**src/ffm_regs.svh**
```systemverilog
`ifndef FFM_REGS_SVH
`define FFM_REGS_SVH

// ----------------------------------------------------------------------
// Register offsets
// ----------------------------------------------------------------------
`define FFM_ADDR_CONFIG    8'h15
`define FFM_ADDR_SOURCE    8'h16
`define FFM_ADDR_THRESHOLD 8'h17
`define FFM_ADDR_DELAY     8'h18

// ----------------------------------------------------------------------
// Field positions
// ----------------------------------------------------------------------
`define FFM_CFG_LATCH_BIT  7
`define FFM_CFG_COMB_BIT   6
`define FFM_CFG_EN_LSB     3
`define FFM_CFG_EN_MSB     5
`define FFM_THS_MODE_BIT   7
`define FFM_THS_VAL_MSB    6
`define FFM_SRC_ACTIVE_BIT 7

// ----------------------------------------------------------------------
// Reset values and masks
// ----------------------------------------------------------------------
`define FFM_CONFIG_RESET   8'h00
`define FFM_THS_RESET      8'h00
`define FFM_DELAY_RESET    8'h00
`define FFM_READ_ZERO      8'h00
`define FFM_CONFIG_RESET_BIT_LATCH 1'b0
`define FFM_THS_RESET_BIT_MODE     1'b0

`endif

```
**src/ffm_pkg.sv**
```systemverilog
package ffm_pkg;

   // ----------------------------------------------------------------------
   // Types
   // ----------------------------------------------------------------------
   typedef enum logic [1:0] {
      ffm_idle   = 2'b01,
      ffm_active = 2'b10
   } ffm_event_state_type;

   typedef logic [2:0] ffm_axis_vec_type;
   typedef logic [7:0] ffm_byte_type;

endpackage : ffm_pkg

```
**src/ffm_axis_if.sv**
```systemverilog
`timescale 1ns/10ps
`default_nettype none

interface ffm_axis_if;
   import ffm_pkg::*;
   ffm_axis_vec_type high;
   ffm_axis_vec_type negative;

   modport cmp (output high, output negative);
   modport det (input high, input negative);
endinterface : ffm_axis_if

`default_nettype wire

```
**src/ffm_axis_cmp.sv**
```systemverilog
`timescale 1ns/10ps
`default_nettype none

module ffm_axis_cmp #(
   parameter int DATA_W = 12,
   parameter int THS_W  = 7
) (
   input  wire logic [3*DATA_W-1:0] accel_all,
   input  wire logic [THS_W-1:0]    threshold,
   ffm_axis_if.cmp                  axis
);
   import ffm_pkg::*;

   initial begin
      if (DATA_W <= THS_W) begin
         $error("ffm_axis_cmp: DATA_W must exceed THS_W");
      end
   end

   // ----------------------------------------------------------------------
   // Per-axis magnitude against the threshold
   // ----------------------------------------------------------------------
   // Only the top bits of the magnitude are compared, so one threshold
   // step spans 2**(DATA_W-THS_W-1) sample codes.
   for (genvar i = 0; i < 3; i++) begin : g_axis
      logic [DATA_W-1:0] sample;
      logic [DATA_W-1:0] mag;
      assign sample = accel_all[i*DATA_W +: DATA_W];
      assign mag    = sample[DATA_W-1] ?
                      (~sample + {{(DATA_W-1){1'b0}}, 1'b1}) : sample;
      assign axis.high[i]     = mag[DATA_W-1 -: THS_W+1] >
                                {1'b0, threshold};  // RULE15
      assign axis.negative[i] = sample[DATA_W-1];
   end

endmodule : ffm_axis_cmp

`default_nettype wire

```
**src/ffm_debounce.sv**
```systemverilog
`timescale 1ns/10ps
`default_nettype none

module ffm_debounce #(
   parameter int CNT_W = 8
) (
   input  wire logic             core_clk,
   input  wire logic             reset_n,
   input  wire logic             step,
   input  wire logic             cond,
   input  wire logic             clear_mode,
   input  wire logic [CNT_W-1:0] delay,
   input  wire logic             clear,
   output logic      [CNT_W-1:0] count,
   output logic      [CNT_W-1:0] next_count
);

   initial begin
      if (CNT_W < 1) begin
         $error("ffm_debounce: CNT_W must be at least 1");
      end
   end

   // ----------------------------------------------------------------------
   // Next count
   // ----------------------------------------------------------------------
   always_comb begin
      next_count = count;
      if (clear) begin
         next_count = '0;
      end else if (step) begin  // RULE21
         if (cond) begin
            if (count >= delay) begin
               next_count = delay;  // RULE20
            end else begin
               next_count = count + {{(CNT_W-1){1'b0}}, 1'b1};
            end
         end else if (clear_mode) begin
            next_count = '0;  // RULE18
         end else if (count != '0) begin
            next_count = count - {{(CNT_W-1){1'b0}}, 1'b1};  // RULE17
         end
      end
   end

   always_ff @(posedge core_clk or negedge reset_n) begin
      if (!reset_n) begin
         count <= '0;
      end else begin
         count <= next_count;
      end
   end

endmodule : ffm_debounce

`default_nettype wire

```
**src/ffm_detector.sv**
```systemverilog
`timescale 1ns/10ps
`default_nettype none
`include "ffm_regs.svh"

// Notes on behaviour
// RULE1: Latched freefall: active flag sets at full count, holds until source read.
// RULE2: Latched freefall: source read clears active flag and counter.
// RULE3: Only enabled axes enter the combined condition.
// RULE4: Axis flags follow raw comparison live, unless latched and active.
// RULE5: Latched freefall: axis flags freeze on activation, resume after read.
// RULE6: Motion, decrement mode: active flag clears once counter is back at zero.
// RULE7: Motion, clear mode: active flag drops when condition goes false.
// RULE8: Non-latched motion: source read has no side effect.
// RULE9: Latched motion: source read clears all source bits and counter.
// RULE10: Latched motion: axis flags hold captured values until read.
// RULE11: Config bit 7 selects latched flags; resets to zero.
// RULE12: Config bit 6 selects AND freefall or OR motion; resets to zero.
// RULE13: Config bits 5..3 enable Z, Y, X; bits 2..0 read zero.
// RULE14: Freefall: every enabled axis magnitude at or below threshold.
// RULE15: Motion: any enabled axis magnitude strictly above threshold.
// RULE16: Source register read-only: active, zero, then Z, Y, X flag pairs.
// RULE17: Decrement mode: counter drops by one per false sample, floor zero.
// RULE18: Clear mode: counter goes to zero on a false sample.
// RULE19: Event flag sets when counter reaches programmed count.
// RULE20: Counter saturates at the programmed count.
// RULE21: Counter steps at most once per new sample.
// RULE22: Source read returns pre-clear contents; clearing follows capture.
module ffm_detector
   import ffm_pkg::*;
#(
   parameter int DATA_W = 12,
   parameter int THS_W  = 7,
   parameter int CNT_W  = 8
) (
   input  wire logic                core_clk,
   input  wire logic                reset_n,
   input  wire logic                sample_valid,
   input  wire logic [DATA_W-1:0]   accel_x,
   input  wire logic [DATA_W-1:0]   accel_y,
   input  wire logic [DATA_W-1:0]   accel_z,
   input  wire logic [7:0]          reg_addr,
   input  wire logic                reg_wr_en,
   input  wire ffm_pkg::ffm_byte_type reg_wr_data,
   input  wire logic                reg_rd_en,
   output ffm_pkg::ffm_byte_type    reg_rd_data,
   output logic                     reg_rd_valid,
   output logic                     event_active
);
   import ffm_pkg::*;

   initial begin
      if (THS_W != 7) begin
         $error("ffm_detector: threshold field is seven bits wide");
      end
      if (CNT_W != 8) begin
         $error("ffm_detector: delay register is eight bits wide");
      end
      if (DATA_W <= THS_W) begin
         $error("ffm_detector: DATA_W must exceed THS_W");
      end
   end

   // ----------------------------------------------------------------------
   // Helpers
   // ----------------------------------------------------------------------
   function automatic logic addr_is(input logic [7:0] addr,
                                    input logic [7:0] target);
      addr_is = (addr == target);
   endfunction : addr_is

   // Interleaves axis event and polarity flags into Z, Y, X pairs.
   function automatic logic [5:0] pack_flags(input ffm_axis_vec_type evt,
                                             input ffm_axis_vec_type pol);
      pack_flags = {evt[2], pol[2], evt[1], pol[1], evt[0], pol[0]};
   endfunction : pack_flags

   // ----------------------------------------------------------------------
   // Register storage
   // ----------------------------------------------------------------------
   logic                latch_enable;
   logic                combine_select;
   ffm_axis_vec_type    axis_enable;
   logic                debounce_mode;
   logic [THS_W-1:0]    event_threshold;
   logic [CNT_W-1:0]    debounce_delay;

   logic                wr_config;
   logic                wr_threshold;
   logic                wr_delay;
   logic                src_read;

   assign wr_config    = reg_wr_en && addr_is(reg_addr, `FFM_ADDR_CONFIG);
   assign wr_threshold = reg_wr_en && addr_is(reg_addr, `FFM_ADDR_THRESHOLD);
   assign wr_delay     = reg_wr_en && addr_is(reg_addr, `FFM_ADDR_DELAY);
   assign src_read     = reg_rd_en && addr_is(reg_addr, `FFM_ADDR_SOURCE);

   always_ff @(posedge core_clk or negedge reset_n) begin
      if (!reset_n) begin
         latch_enable   <= `FFM_CONFIG_RESET_BIT_LATCH;  // RULE11
         combine_select <= 1'b0;  // RULE12
         axis_enable    <= 3'h0;  // RULE13
      end else if (wr_config) begin
         latch_enable   <= reg_wr_data[`FFM_CFG_LATCH_BIT];  // RULE11
         combine_select <= reg_wr_data[`FFM_CFG_COMB_BIT];  // RULE12
         axis_enable    <= reg_wr_data[`FFM_CFG_EN_MSB:`FFM_CFG_EN_LSB];
      end
   end

   always_ff @(posedge core_clk or negedge reset_n) begin
      if (!reset_n) begin
         debounce_mode   <= `FFM_THS_RESET_BIT_MODE;
         event_threshold <= 7'h00;
      end else if (wr_threshold) begin
         debounce_mode   <= reg_wr_data[`FFM_THS_MODE_BIT];
         event_threshold <= reg_wr_data[`FFM_THS_VAL_MSB:0];
      end
   end

   always_ff @(posedge core_clk or negedge reset_n) begin
      if (!reset_n) begin
         debounce_delay <= `FFM_DELAY_RESET;
      end else if (wr_delay) begin
         debounce_delay <= reg_wr_data;
      end
   end

   // ----------------------------------------------------------------------
   // Axis comparison
   // ----------------------------------------------------------------------
   ffm_axis_if axis_res ();

   ffm_axis_cmp #(
      .DATA_W (DATA_W),
      .THS_W  (THS_W)
   ) u_cmp (
      .accel_all (
         {accel_z, accel_y, accel_x}),
      .threshold (event_threshold),
      .axis      (axis_res.cmp)
   );

   // ----------------------------------------------------------------------
   // Combined condition
   // ----------------------------------------------------------------------
   // With no axis enabled the function is off, so freefall never holds
   // vacuously on an empty set of axes.
   logic             cond_freefall;
   logic             cond_motion;
   logic             cond;
   ffm_axis_vec_type live_evt;
   ffm_axis_vec_type live_pol;

   assign cond_freefall = (axis_enable != 3'h0) &&
                          ((axis_res.high & axis_enable) == 3'h0);  // RULE14
   assign cond_motion   = |(axis_res.high & axis_enable);  // RULE3 RULE15
   assign cond          = combine_select ? cond_motion : cond_freefall;

   assign live_evt = axis_res.high & axis_enable;  // RULE3
   assign live_pol = axis_res.negative & axis_res.high & axis_enable;

   // ----------------------------------------------------------------------
   // Debounce counter
   // ----------------------------------------------------------------------
   logic             latched_clear;
   logic [CNT_W-1:0] count;
   logic [CNT_W-1:0] next_count;

   // Only the latched modes give the source read a side effect.
   assign latched_clear = latch_enable && src_read;  // RULE2 RULE8 RULE9

   ffm_debounce #(
      .CNT_W (CNT_W)
   ) u_debounce (
      .core_clk   (core_clk),
      .reset_n    (reset_n),
      .step       (sample_valid),
      .cond       (cond),
      .clear_mode (debounce_mode),
      .delay      (debounce_delay),
      .clear      (latched_clear),
      .count      (count),
      .next_count (next_count)
   );

   // ----------------------------------------------------------------------
   // Event state
   // ----------------------------------------------------------------------
   // A sample that would complete the count in the very cycle of a clearing
   // read raises no event unless the delay is zero: the clear wins over the step.
   ffm_event_state_type state;
   ffm_event_state_type next_state;
   logic                ev_set;
   logic                ev_drop;

   assign ev_set  = sample_valid && cond &&
                    (next_count == debounce_delay);  // RULE19 RULE1
   assign ev_drop = latch_enable ? src_read :
                    (sample_valid && !cond &&
                     (next_count == '0));  // RULE6 RULE7

   always_comb begin
      next_state = state;
      case (state)
         ffm_idle: begin
            if (ev_set) begin
               next_state = ffm_active;
            end
         end
         ffm_active: begin
            if (ev_drop && !ev_set) begin
               next_state = ffm_idle;  // RULE2 RULE9
            end
         end
         default: begin
            next_state = ffm_idle;
         end
      endcase
   end

   always_ff @(posedge core_clk or negedge reset_n) begin
      if (!reset_n) begin
         state <= ffm_idle;
      end else begin
         state <= next_state;
      end
   end

   assign event_active = (state == ffm_active);

   // ----------------------------------------------------------------------
   // Axis flags
   // ----------------------------------------------------------------------
   // Flags take the sample that raises the event, then freeze while
   // latched; in real-time modes they follow every sample.
   ffm_axis_vec_type flag_evt;
   ffm_axis_vec_type flag_pol;
   logic             frozen;

   assign frozen = latch_enable && (state == ffm_active);  // RULE5 RULE10

   always_ff @(posedge core_clk or negedge reset_n) begin
      if (!reset_n) begin
         flag_evt <= 3'h0;
         flag_pol <= 3'h0;
      end else if (latched_clear) begin
         flag_evt <= sample_valid ? live_evt : 3'h0;  // RULE9
         flag_pol <= sample_valid ? live_pol : 3'h0;
      end else if (sample_valid && !frozen) begin
         flag_evt <= live_evt;  // RULE4
         flag_pol <= live_pol;
      end
   end

   // ----------------------------------------------------------------------
   // Read path
   // ----------------------------------------------------------------------
   // Read data is captured from the flops before this edge, so a
   // clearing read still returns what was latched.
   ffm_byte_type source_value;
   ffm_byte_type config_value;
   ffm_byte_type read_mux;

   assign source_value = {event_active, 1'b0,
                          pack_flags(flag_evt & axis_enable,
                                     flag_pol & axis_enable)};  // RULE16
   assign config_value = {latch_enable, combine_select, axis_enable,
                          3'h0};  // RULE13

   always_comb begin
      read_mux = `FFM_READ_ZERO;
      case (reg_addr)
         `FFM_ADDR_CONFIG: begin
            read_mux = config_value;
         end
         `FFM_ADDR_SOURCE: begin
            read_mux = source_value;
         end
         `FFM_ADDR_THRESHOLD: begin
            read_mux = {debounce_mode, event_threshold};
         end
         `FFM_ADDR_DELAY: begin
            read_mux = debounce_delay;
         end
         default: begin
            read_mux = `FFM_READ_ZERO;
         end
      endcase
   end

   always_ff @(posedge core_clk or negedge reset_n) begin
      if (!reset_n) begin
         reg_rd_data <= `FFM_READ_ZERO;
      end else if (reg_rd_en) begin
         reg_rd_data <= read_mux;  // RULE22
      end
   end

   always_ff @(posedge core_clk or negedge reset_n) begin
      if (!reset_n) begin
         reg_rd_valid <= 1'b0;
      end else begin
         reg_rd_valid <= reg_rd_en;
      end
   end

endmodule : ffm_detector

`default_nettype wire

```
**config.mk**
```make
export PLATFORM = sky130hd
export DESIGN_NAME = ffm_detector
export DESIGN_NICKNAME = d
export VERILOG_FILES = /design/src/ffm_pkg.sv /design/src/ffm_axis_if.sv /design/src/ffm_axis_cmp.sv /design/src/ffm_debounce.sv /design/src/ffm_detector.sv
export VERILOG_INCLUDE_DIRS = /design/src
export SDC_FILE = /design/constraint.sdc
export NUM_CORES = 1
export LEC_CHECK = 0
export CAP_MARGIN = 20
export CELL_PAD_IN_SITES_DETAIL_PLACEMENT = 0
export CELL_PAD_IN_SITES_GLOBAL_PLACEMENT = 1
export CORE_ASPECT_RATIO = 0.75
export CORE_MARGIN = 3
export CORE_UTILIZATION = 44
export DETAILED_ROUTE_END_ITERATION = 8
export DONT_BUFFER_PORTS = 1
export GPL_ROUTABILITY_DRIVEN = 0
export GPL_TIMING_DRIVEN = 0
export HOLD_SLACK_MARGIN = 0.02
export MAX_ROUTING_LAYER = met4
export PLACE_DENSITY_LB_ADDON = 0.1
export SLEW_MARGIN = 20
export SYNTH_ARGS = -nofsm -noshare
export SYNTH_HDL_FRONTEND = slang
export SYNTH_SLANG_ARGS = --single-unit
```
**constraint.sdc**
```tcl
create_clock -name core_clk -period 3.1 [get_ports core_clk]
set_input_delay 0.155 -clock core_clk [delete_from_list [all_inputs] [get_ports core_clk]]
set_output_delay 0.155 -clock core_clk [all_outputs]
set_load 0.01 [all_outputs]
```
# Yosys cells after proc, flatten, opt, wreduce, memory -nomap -nowiden
# Cells that the tools add are included.
# word_totals
reg_bits,46
inputBits,57
output_inout_bits,10
word_cells,82
# op_classes
addsub,5
n_lt_le_gt_ge,4
n_eq_ne,9
muxes,21
bitwise_logic,8
n_reduce_logical,23
# ops
op,n
two-way mux 8 bit,6
"adder 12 x 1 -> 12 bit, second input constant",3
two-way mux 12 bit,3
inverter 12 bit,3
"equality test 8 x 5 -> 1 bit, second input constant",4
case mux 8 bit (4 select lines),1
> comparator 8 x 7 -> 1 bit,3
two-way mux 3 bit,6
AND 3 bit,5
logical AND 1 bit,13
"adder 8 x 1 -> 8 bit, second input constant",1
equality test 8 bit,1
greater-or-equal comparator 8 bit,1
logical NOT 8 bit,1
nonzero test 8 bit,1
"subtractor 8 x 1 -> 8 bit, second input constant",1
two-way mux 2 bit,2
case mux 2 bit (2 select lines),1
logical NOT 1 bit,3
logical NOT 3 bit,1
nonzero test 3 bit,1
OR reduction 3 bit,1
"equality test 2 x 1 -> 1 bit, second input constant",1
"equality test 2 bit, second input constant",1
other kinds (5),6

# Logic depth before layout (Yosys ltp)
# depth
ltp_word,17
depth_mapped,15
depth_no_buf,15

# By module
# Synthesis repeated with hierarchy kept, for this count alone.
# unflattened
hier_cells,435
hier_area_um2,3916.3
# by_module_without_submodules
mod,instances,cells_per_inst,area_each_um2,seq_area_each_um2
ffm_detector,1,186,2004.4,952.2
ffm_debounce,1,129,1009.7,200.2
ffm_axis_cmp,1,120,902.1,0.0

# Worst setup path before layout
# OpenSTA, ideal clock, no wires.
# synth_path
path_kind,input -> register
start,input port accel_x[3]
end,register state[1]
setup_ns,0.122
arrival_ns,4.214
t_required_ns,2.978
setup_slack_ns,-1.235
path_stages,15
n_path_buf,0
path_cell_list,or4_4 or4_4 o21ai_0 xnor2_1 ha_1 and3_1 o21ai_0 a31oi_1 or2_2 or4_1 mux2i_1 mux2i_1 nand4_1 or4_1 a32o_1
# synth_between
elab_chain_cells,17
word_cells_on_any_way,25
classes_between,add/sub: 1; order compare: 1; eq/ne: 3; mux: 6; bitwise: 2; reduce/logical: 12
# synth_rtl
item,line,text
"start, declared",ffm_detector.sv:38,"input wire logic [DATA_W-1:0] accel_x,"
inverter 12 bit *,ffm_axis_cmp.sv:30,"(~sample + {{(DATA_W-1){1'b0}}, 1'b1}) : sample;"
adder 12 x 1 -> 12 bit *,ffm_axis_cmp.sv:30,
two-way mux 12 bit *,ffm_axis_cmp.sv:29,assign mag = sample[DATA_W-1] ?
> comparator 8 x 7 -> 1 bit *,ffm_axis_cmp.sv:31,assign axis.high[i] = mag[DATA_W-1 -: THS_W+1] >
AND 3 bit *,"ffm_detector.sv:154, ffm_detector.sv:155",
logical NOT 3 bit,ffm_detector.sv:154,((axis_res.high & axis_enable) == 3'h0);
logical AND 1 bit,ffm_detector.sv:153,assign cond_freefall = (axis_enable != 3'h0) &&
two-way mux 1 bit *,ffm_detector.sv:156,assign cond = combine_select ? cond_motion : cond_freefall;
two-way mux 8 bit,ffm_debounce.sv:32,if (cond) begin
two-way mux 8 bit,ffm_debounce.sv:31,end else if (step) begin
two-way mux 8 bit,ffm_debounce.sv:29,if (clear) begin
logical NOT 8 bit / equality test 8 bit (equally long branches),"ffm_detector.sv:199, ffm_detector.sv:196",
"logical AND 1 bit, on equally long branches","ffm_detector.sv:198, ffm_detector.sv:195",
two-way mux 1 bit / logical NOT 1 bit (equally long branches),"ffm_detector.sv:197, ffm_detector.sv:210",
logical AND 1 bit,ffm_detector.sv:210,if (ev_drop && !ev_set) begin
!= test 2 x 1 -> 1 bit (no line),-,
AND reduction 2 bit (no line) *,-,
"end signal, assigned",ffm_detector.sv:222,state <= ffm_idle;
"end signal, assigned",ffm_detector.sv:224,state <= next_state;
"end, declared",ffm_detector.sv:190,ffm_event_state_type state;
# Every way passes the cells marked *; elsewhere a longest branch is shown, timed or not.
# A chain may end at the register's enable or synchronous reset.

# Worst setup path in the final report
# Ends and elaborated chain as after synthesis.

==> results.py <==
metrics = {
    "outcome": {
        "status": "finished, violations left",
        "violated_checks": "setup timing",
    },
    "pwr": {
        "worst_ir_drop_vdd_mv": 0.2249,
        "cellPowerDensity_mw_per_mm2": 524.1,
        "post-layout-total-power_w": 0.002472,
        "power.leakage_nw": 1.951,
    },
    "timing": {
        "slew_violations": 0,
        "final.period_utilization": 1.337,
        "fmax_mhz": 241.2,
        "final-hold-violation-count": 0,
        "period_minus_slack_ns": 4.146,
        "timing.final.setup_violations": 9,
        "final_tns_setup_ns": -3.561,
        "post-route-worst-setup-slack_ns": -1.046,
        "worst-slew-pin-transition_ns": 0.9237,
        "hold_ws_ns": 0.03456,
        "worst_clock_skew_ns": 0.009717,
        "grt_setup_unrepaired": "true",
        "max_slew_margin": 0.3791,
    },
    "clock_tree": {
        "clock_tree.buffer_depth": 2,
        "worstSkewPairLatency_ns": 0.29,
        "cts_made_buffers": 5,
        "numClockSinks": 46,
        "clock-root-buffer": "sky130_fd_sc_hd__clkbuf_16",
        "tritoncts_clock_tree": "done",
        "cts.htree.levels": 2,
        "clkTransAtPathRegs_ns": 0.06,
    },
    "routing": {
        "drtIter0Drc": 251,
        "detailroute.wirelength.met3_um": 842,
        "drt-wirelength-per-cell_um": 20.16,
        "vias": 3621,
        "drt-vias-per-instance": 6.127,
        "top_layer": "met4",
        "metal_1_wl_mm": 6.057,
        "drt_first_pass_iters": 5,
        "route.antenna.remaining_nets": 0,
        "met2WireLength_mm": 4.970,
        "wirelength_mm": 11.91,
        "drc": 0,
    },
    "hold_path": {
        "worst_hold_startpoint": "reg_wr_data[3]",
        "worst_hold_path_type": "primary input to flop",
    },
    "grt": {
        "globalRoute.totalOverflow": 0,
        "grt_first_pass_wirelength_mm": 18.94,
        "antenna_found_initial": 0,
        "via_count_of_the_first_global_routing_pass": 3551,
        "grt_use_total": 0.2477,
        "grt_max_degree": 47,
    },
    "critical_path": {
        "worst_setup_path_start_kind": "primary input",
        "critical_path_class": "primary input to flop",
        "worst-endpoint-arrival_ns": 4.32,
        "critical_path.max_fanout": 5,
        "crit-reg2reg-launch": "debounce_delay[4]$_DFFE_PN0P_",
        "timing.critical_path.to_type": "flop",
        "required_ns": 3.27,
        "worst_setup_path_startpoint": "accel_x[3]",
    },
    "placement": {
        "place.port_buffers": 0,
        "dp_hpwl_mm": 9.035,
    },
    "layout": {
        "layout.cells.most_common": "sky130_fd_sc_hd__dfrtp_1",
        "fillers": 812,
        "flow.area_growth_from_synthesis_pct": 19.87,
        "layout.cells.most_common_list": "45 x sky130_fd_sc_hd__dfrtp_1, 32 x sky130_fd_sc_hd__nand2_1, 32 x sky130_fd_sc_hd__ha_1, 31 x sky130_fd_sc_hd__xnor2_1, 27 x sky130_fd_sc_hd__inv_1",
        "diodes": 0,
        "postLayoutCoreUtil": 0.5508,
        "drive_above_1_share": 0.1822,
        "final_net_count": 571,
    },
    "flow_run": {
        "max_cap_viol_count": 0,
    },
    "floorplanning": {
        "die_height_um": 87.90,
        "placement_rows": 29,
        "top_level_ports": 67,
        "floorplan.die_area_mm2": 0.01013,
        "coreArea_mm2": 0.008563,
        "die_w_um": 115.2,
        "initial_utilization": 0.4595,
    },
    "yosys": {
        "seq_area_frac_synth": 0.2928,
        "synth-seq-cells": 46,
        "synthesis.instances": 444,
        "dominantRegCellSynth": "sky130_fd_sc_hd__dfrtp_1",
        "synth.distinct_cells": 63,
        "postSynth.asyncResetShare": 1.000,
        "synth_area_per_cell_um2": 8.863,
        "netlist_area_mm2": 0.003935,
        "number_of_flops_mapped_to_enable_cells_by_yosys": 0,
        "synth_fp_nets": 533,
        "yosysWarningCount": 0,
    },
}
## synth_stat cells, drive strengths merged, types with 2 or more instances
| library cell | instances | share of area |
|---|---|---|
| inv | 28 | 0.027 |
| mux2i | 7 | 0.018 |
| dfrtp | 45 | 0.29 |
| or2 | 2 | 0.0032 |
| a2111oi | 3 | 0.0070 |
| or4b | 3 | 0.0076 |
| and3 | 7 | 0.011 |
| or4 | 7 | 0.015 |
| nor2 | 21 | 0.020 |
| a21oi | 20 | 0.025 |
| nand2b | 8 | 0.013 |
| a221oi | 5 | 0.011 |
| o2111ai | 3 | 0.0067 |
| a211oi | 12 | 0.025 |
| o21a | 3 | 0.0057 |
| xnor2 | 31 | 0.069 |
| o22ai | 11 | 0.017 |
| xor2 | 5 | 0.011 |
| nor4 | 6 | 0.013 |
| nand4 | 5 | 0.0079 |
| o21ai | 30 | 0.038 |
| a31oi | 7 | 0.015 |
| a21o | 9 | 0.019 |
| buf | 2 | 0.0019 |
| nand3 | 14 | 0.018 |
| nor3 | 7 | 0.010 |
| a22o | 5 | 0.011 |
| mux2 | 21 | 0.060 |
| o211ai | 3 | 0.0057 |
| and2 | 3 | 0.0048 |
| a211o | 2 | 0.0048 |
| ha | 32 | 0.10 |
| or3 | 3 | 0.0048 |
| o31ai | 4 | 0.0076 |
| nand3b | 2 | 0.0038 |
| nor3b | 3 | 0.0057 |
| clkbuf | 14 | 0.013 |
| nand2 | 33 | 0.032 |
| nor2b | 6 | 0.0095 |
## what timing repair did
action,CTS,global route
endpoints found under the hold margin,63,4
hold buffers,11,4
setup buffers,13,5
gates resized for setup,19,22
setup endpoints to repair,10,10
pin swaps,18,9
## cell families (layout without fill, tap and decap cells)
kind of cell    count (synthesis)  in the layout  share of synthesized area
compound gates                125            125                     0.2184
buf+inv                        44             83                    0.04197
fa+ha+maj                      32             32                     0.1017
mux                            28             28                    0.07790
flops                          46             46                     0.2928
simple gates                  133            133                     0.1870
xor+xnor                       36             36                    0.08013
## critical path, cell delays in order
cell	delay (ns)
sky130_fd_sc_hd__or4_4	0.52
sky130_fd_sc_hd__or4_4	0.48
sky130_fd_sc_hd__o31ai_4	0.19
sky130_fd_sc_hd__xnor2_1	0.12
sky130_fd_sc_hd__ha_1	0.31
sky130_fd_sc_hd__nand4_1	0.13
sky130_fd_sc_hd__o221ai_2	0.22
sky130_fd_sc_hd__a31oi_4	0.06
sky130_fd_sc_hd__or2_4	0.28
sky130_fd_sc_hd__or4_4	0.50
sky130_fd_sc_hd__mux2i_1	0.13
sky130_fd_sc_hd__mux2i_1	0.22
sky130_fd_sc_hd__nand4_1	0.22
sky130_fd_sc_hd__or4_4	0.55
sky130_fd_sc_hd__a32o_1	0.23
## cell type report
class                   count  area (um^2)  area share
clock buffers               5        125.1     0.02653
repair buffers             31        295.3     0.06260
well taps                 108        135.1     0.02865
clock inverters             3        40.04    0.008488
flip-flops and latches     46         1152      0.2443
inverters                  28        105.1     0.02228
plain buffers              16        60.06     0.01273
multi-input cells         354         2804      0.5944
## power breakdown
group          total (W)  internal [W]  leakage, nW  switching [W]
logic            0.00110      0.000462         1.26       0.000636
registers       0.000770      0.000661        0.604       0.000109
clock network   0.000604      0.000377       0.0836       0.000227
## final timing paths
check                      slack [ns]                            end  depth (start not counted)
max                             -1.05           state[1]$_DFFE_PN0P_                         15
min                              0.03  debounce_delay[3]$_DFFE_PN0P_                          1
max reg2reg                     -0.90           state[1]$_DFFE_PN0P_                         13
min reg2reg                      0.47        flag_evt[0]$_DFFE_PN0P_                          1
max in group asynchronous        2.44           state[0]$_DFFE_PN1P_                          2
min in group asynchronous        0.38     reg_rd_data[1]$_DFFE_PN0P_                          2
## flip-flops by register name (all words and copies together), names as in the netlist, 2 cells and up
| signal | cells |
|---|---|
| flag_evt | 3 |
| debounce_delay | 8 |
| u_debounce.count | 8 |
| state | 2 |
| event_threshold | 7 |
| reg_rd_data | 8 |
| axis_enable | 3 |
| flag_pol | 3 |
## metal layers
| metal | GRT usage | up-vias |
|---|---|---|
| met5 | - | - |
| met2 | 0.3487 | 127 |
| met4 | 0.02239 | 0 |
| met1 | 0.3792 | 1766 |
| li1 | - | 1721 |
| met3 | 0.04627 | 7 |
## metrics by stage
stage               cells  cell area, um^2  worst slack (ns)
finish                591             4717            -1.046
detailed placement    552             4098            -1.542
global route          591             4717            -1.185
CTS                   583             4568           -0.9660
floorplan             444             3956            -1.049
global placement      552             4091            -1.570
Note: power is estimated with default switching activity, not from simulation.
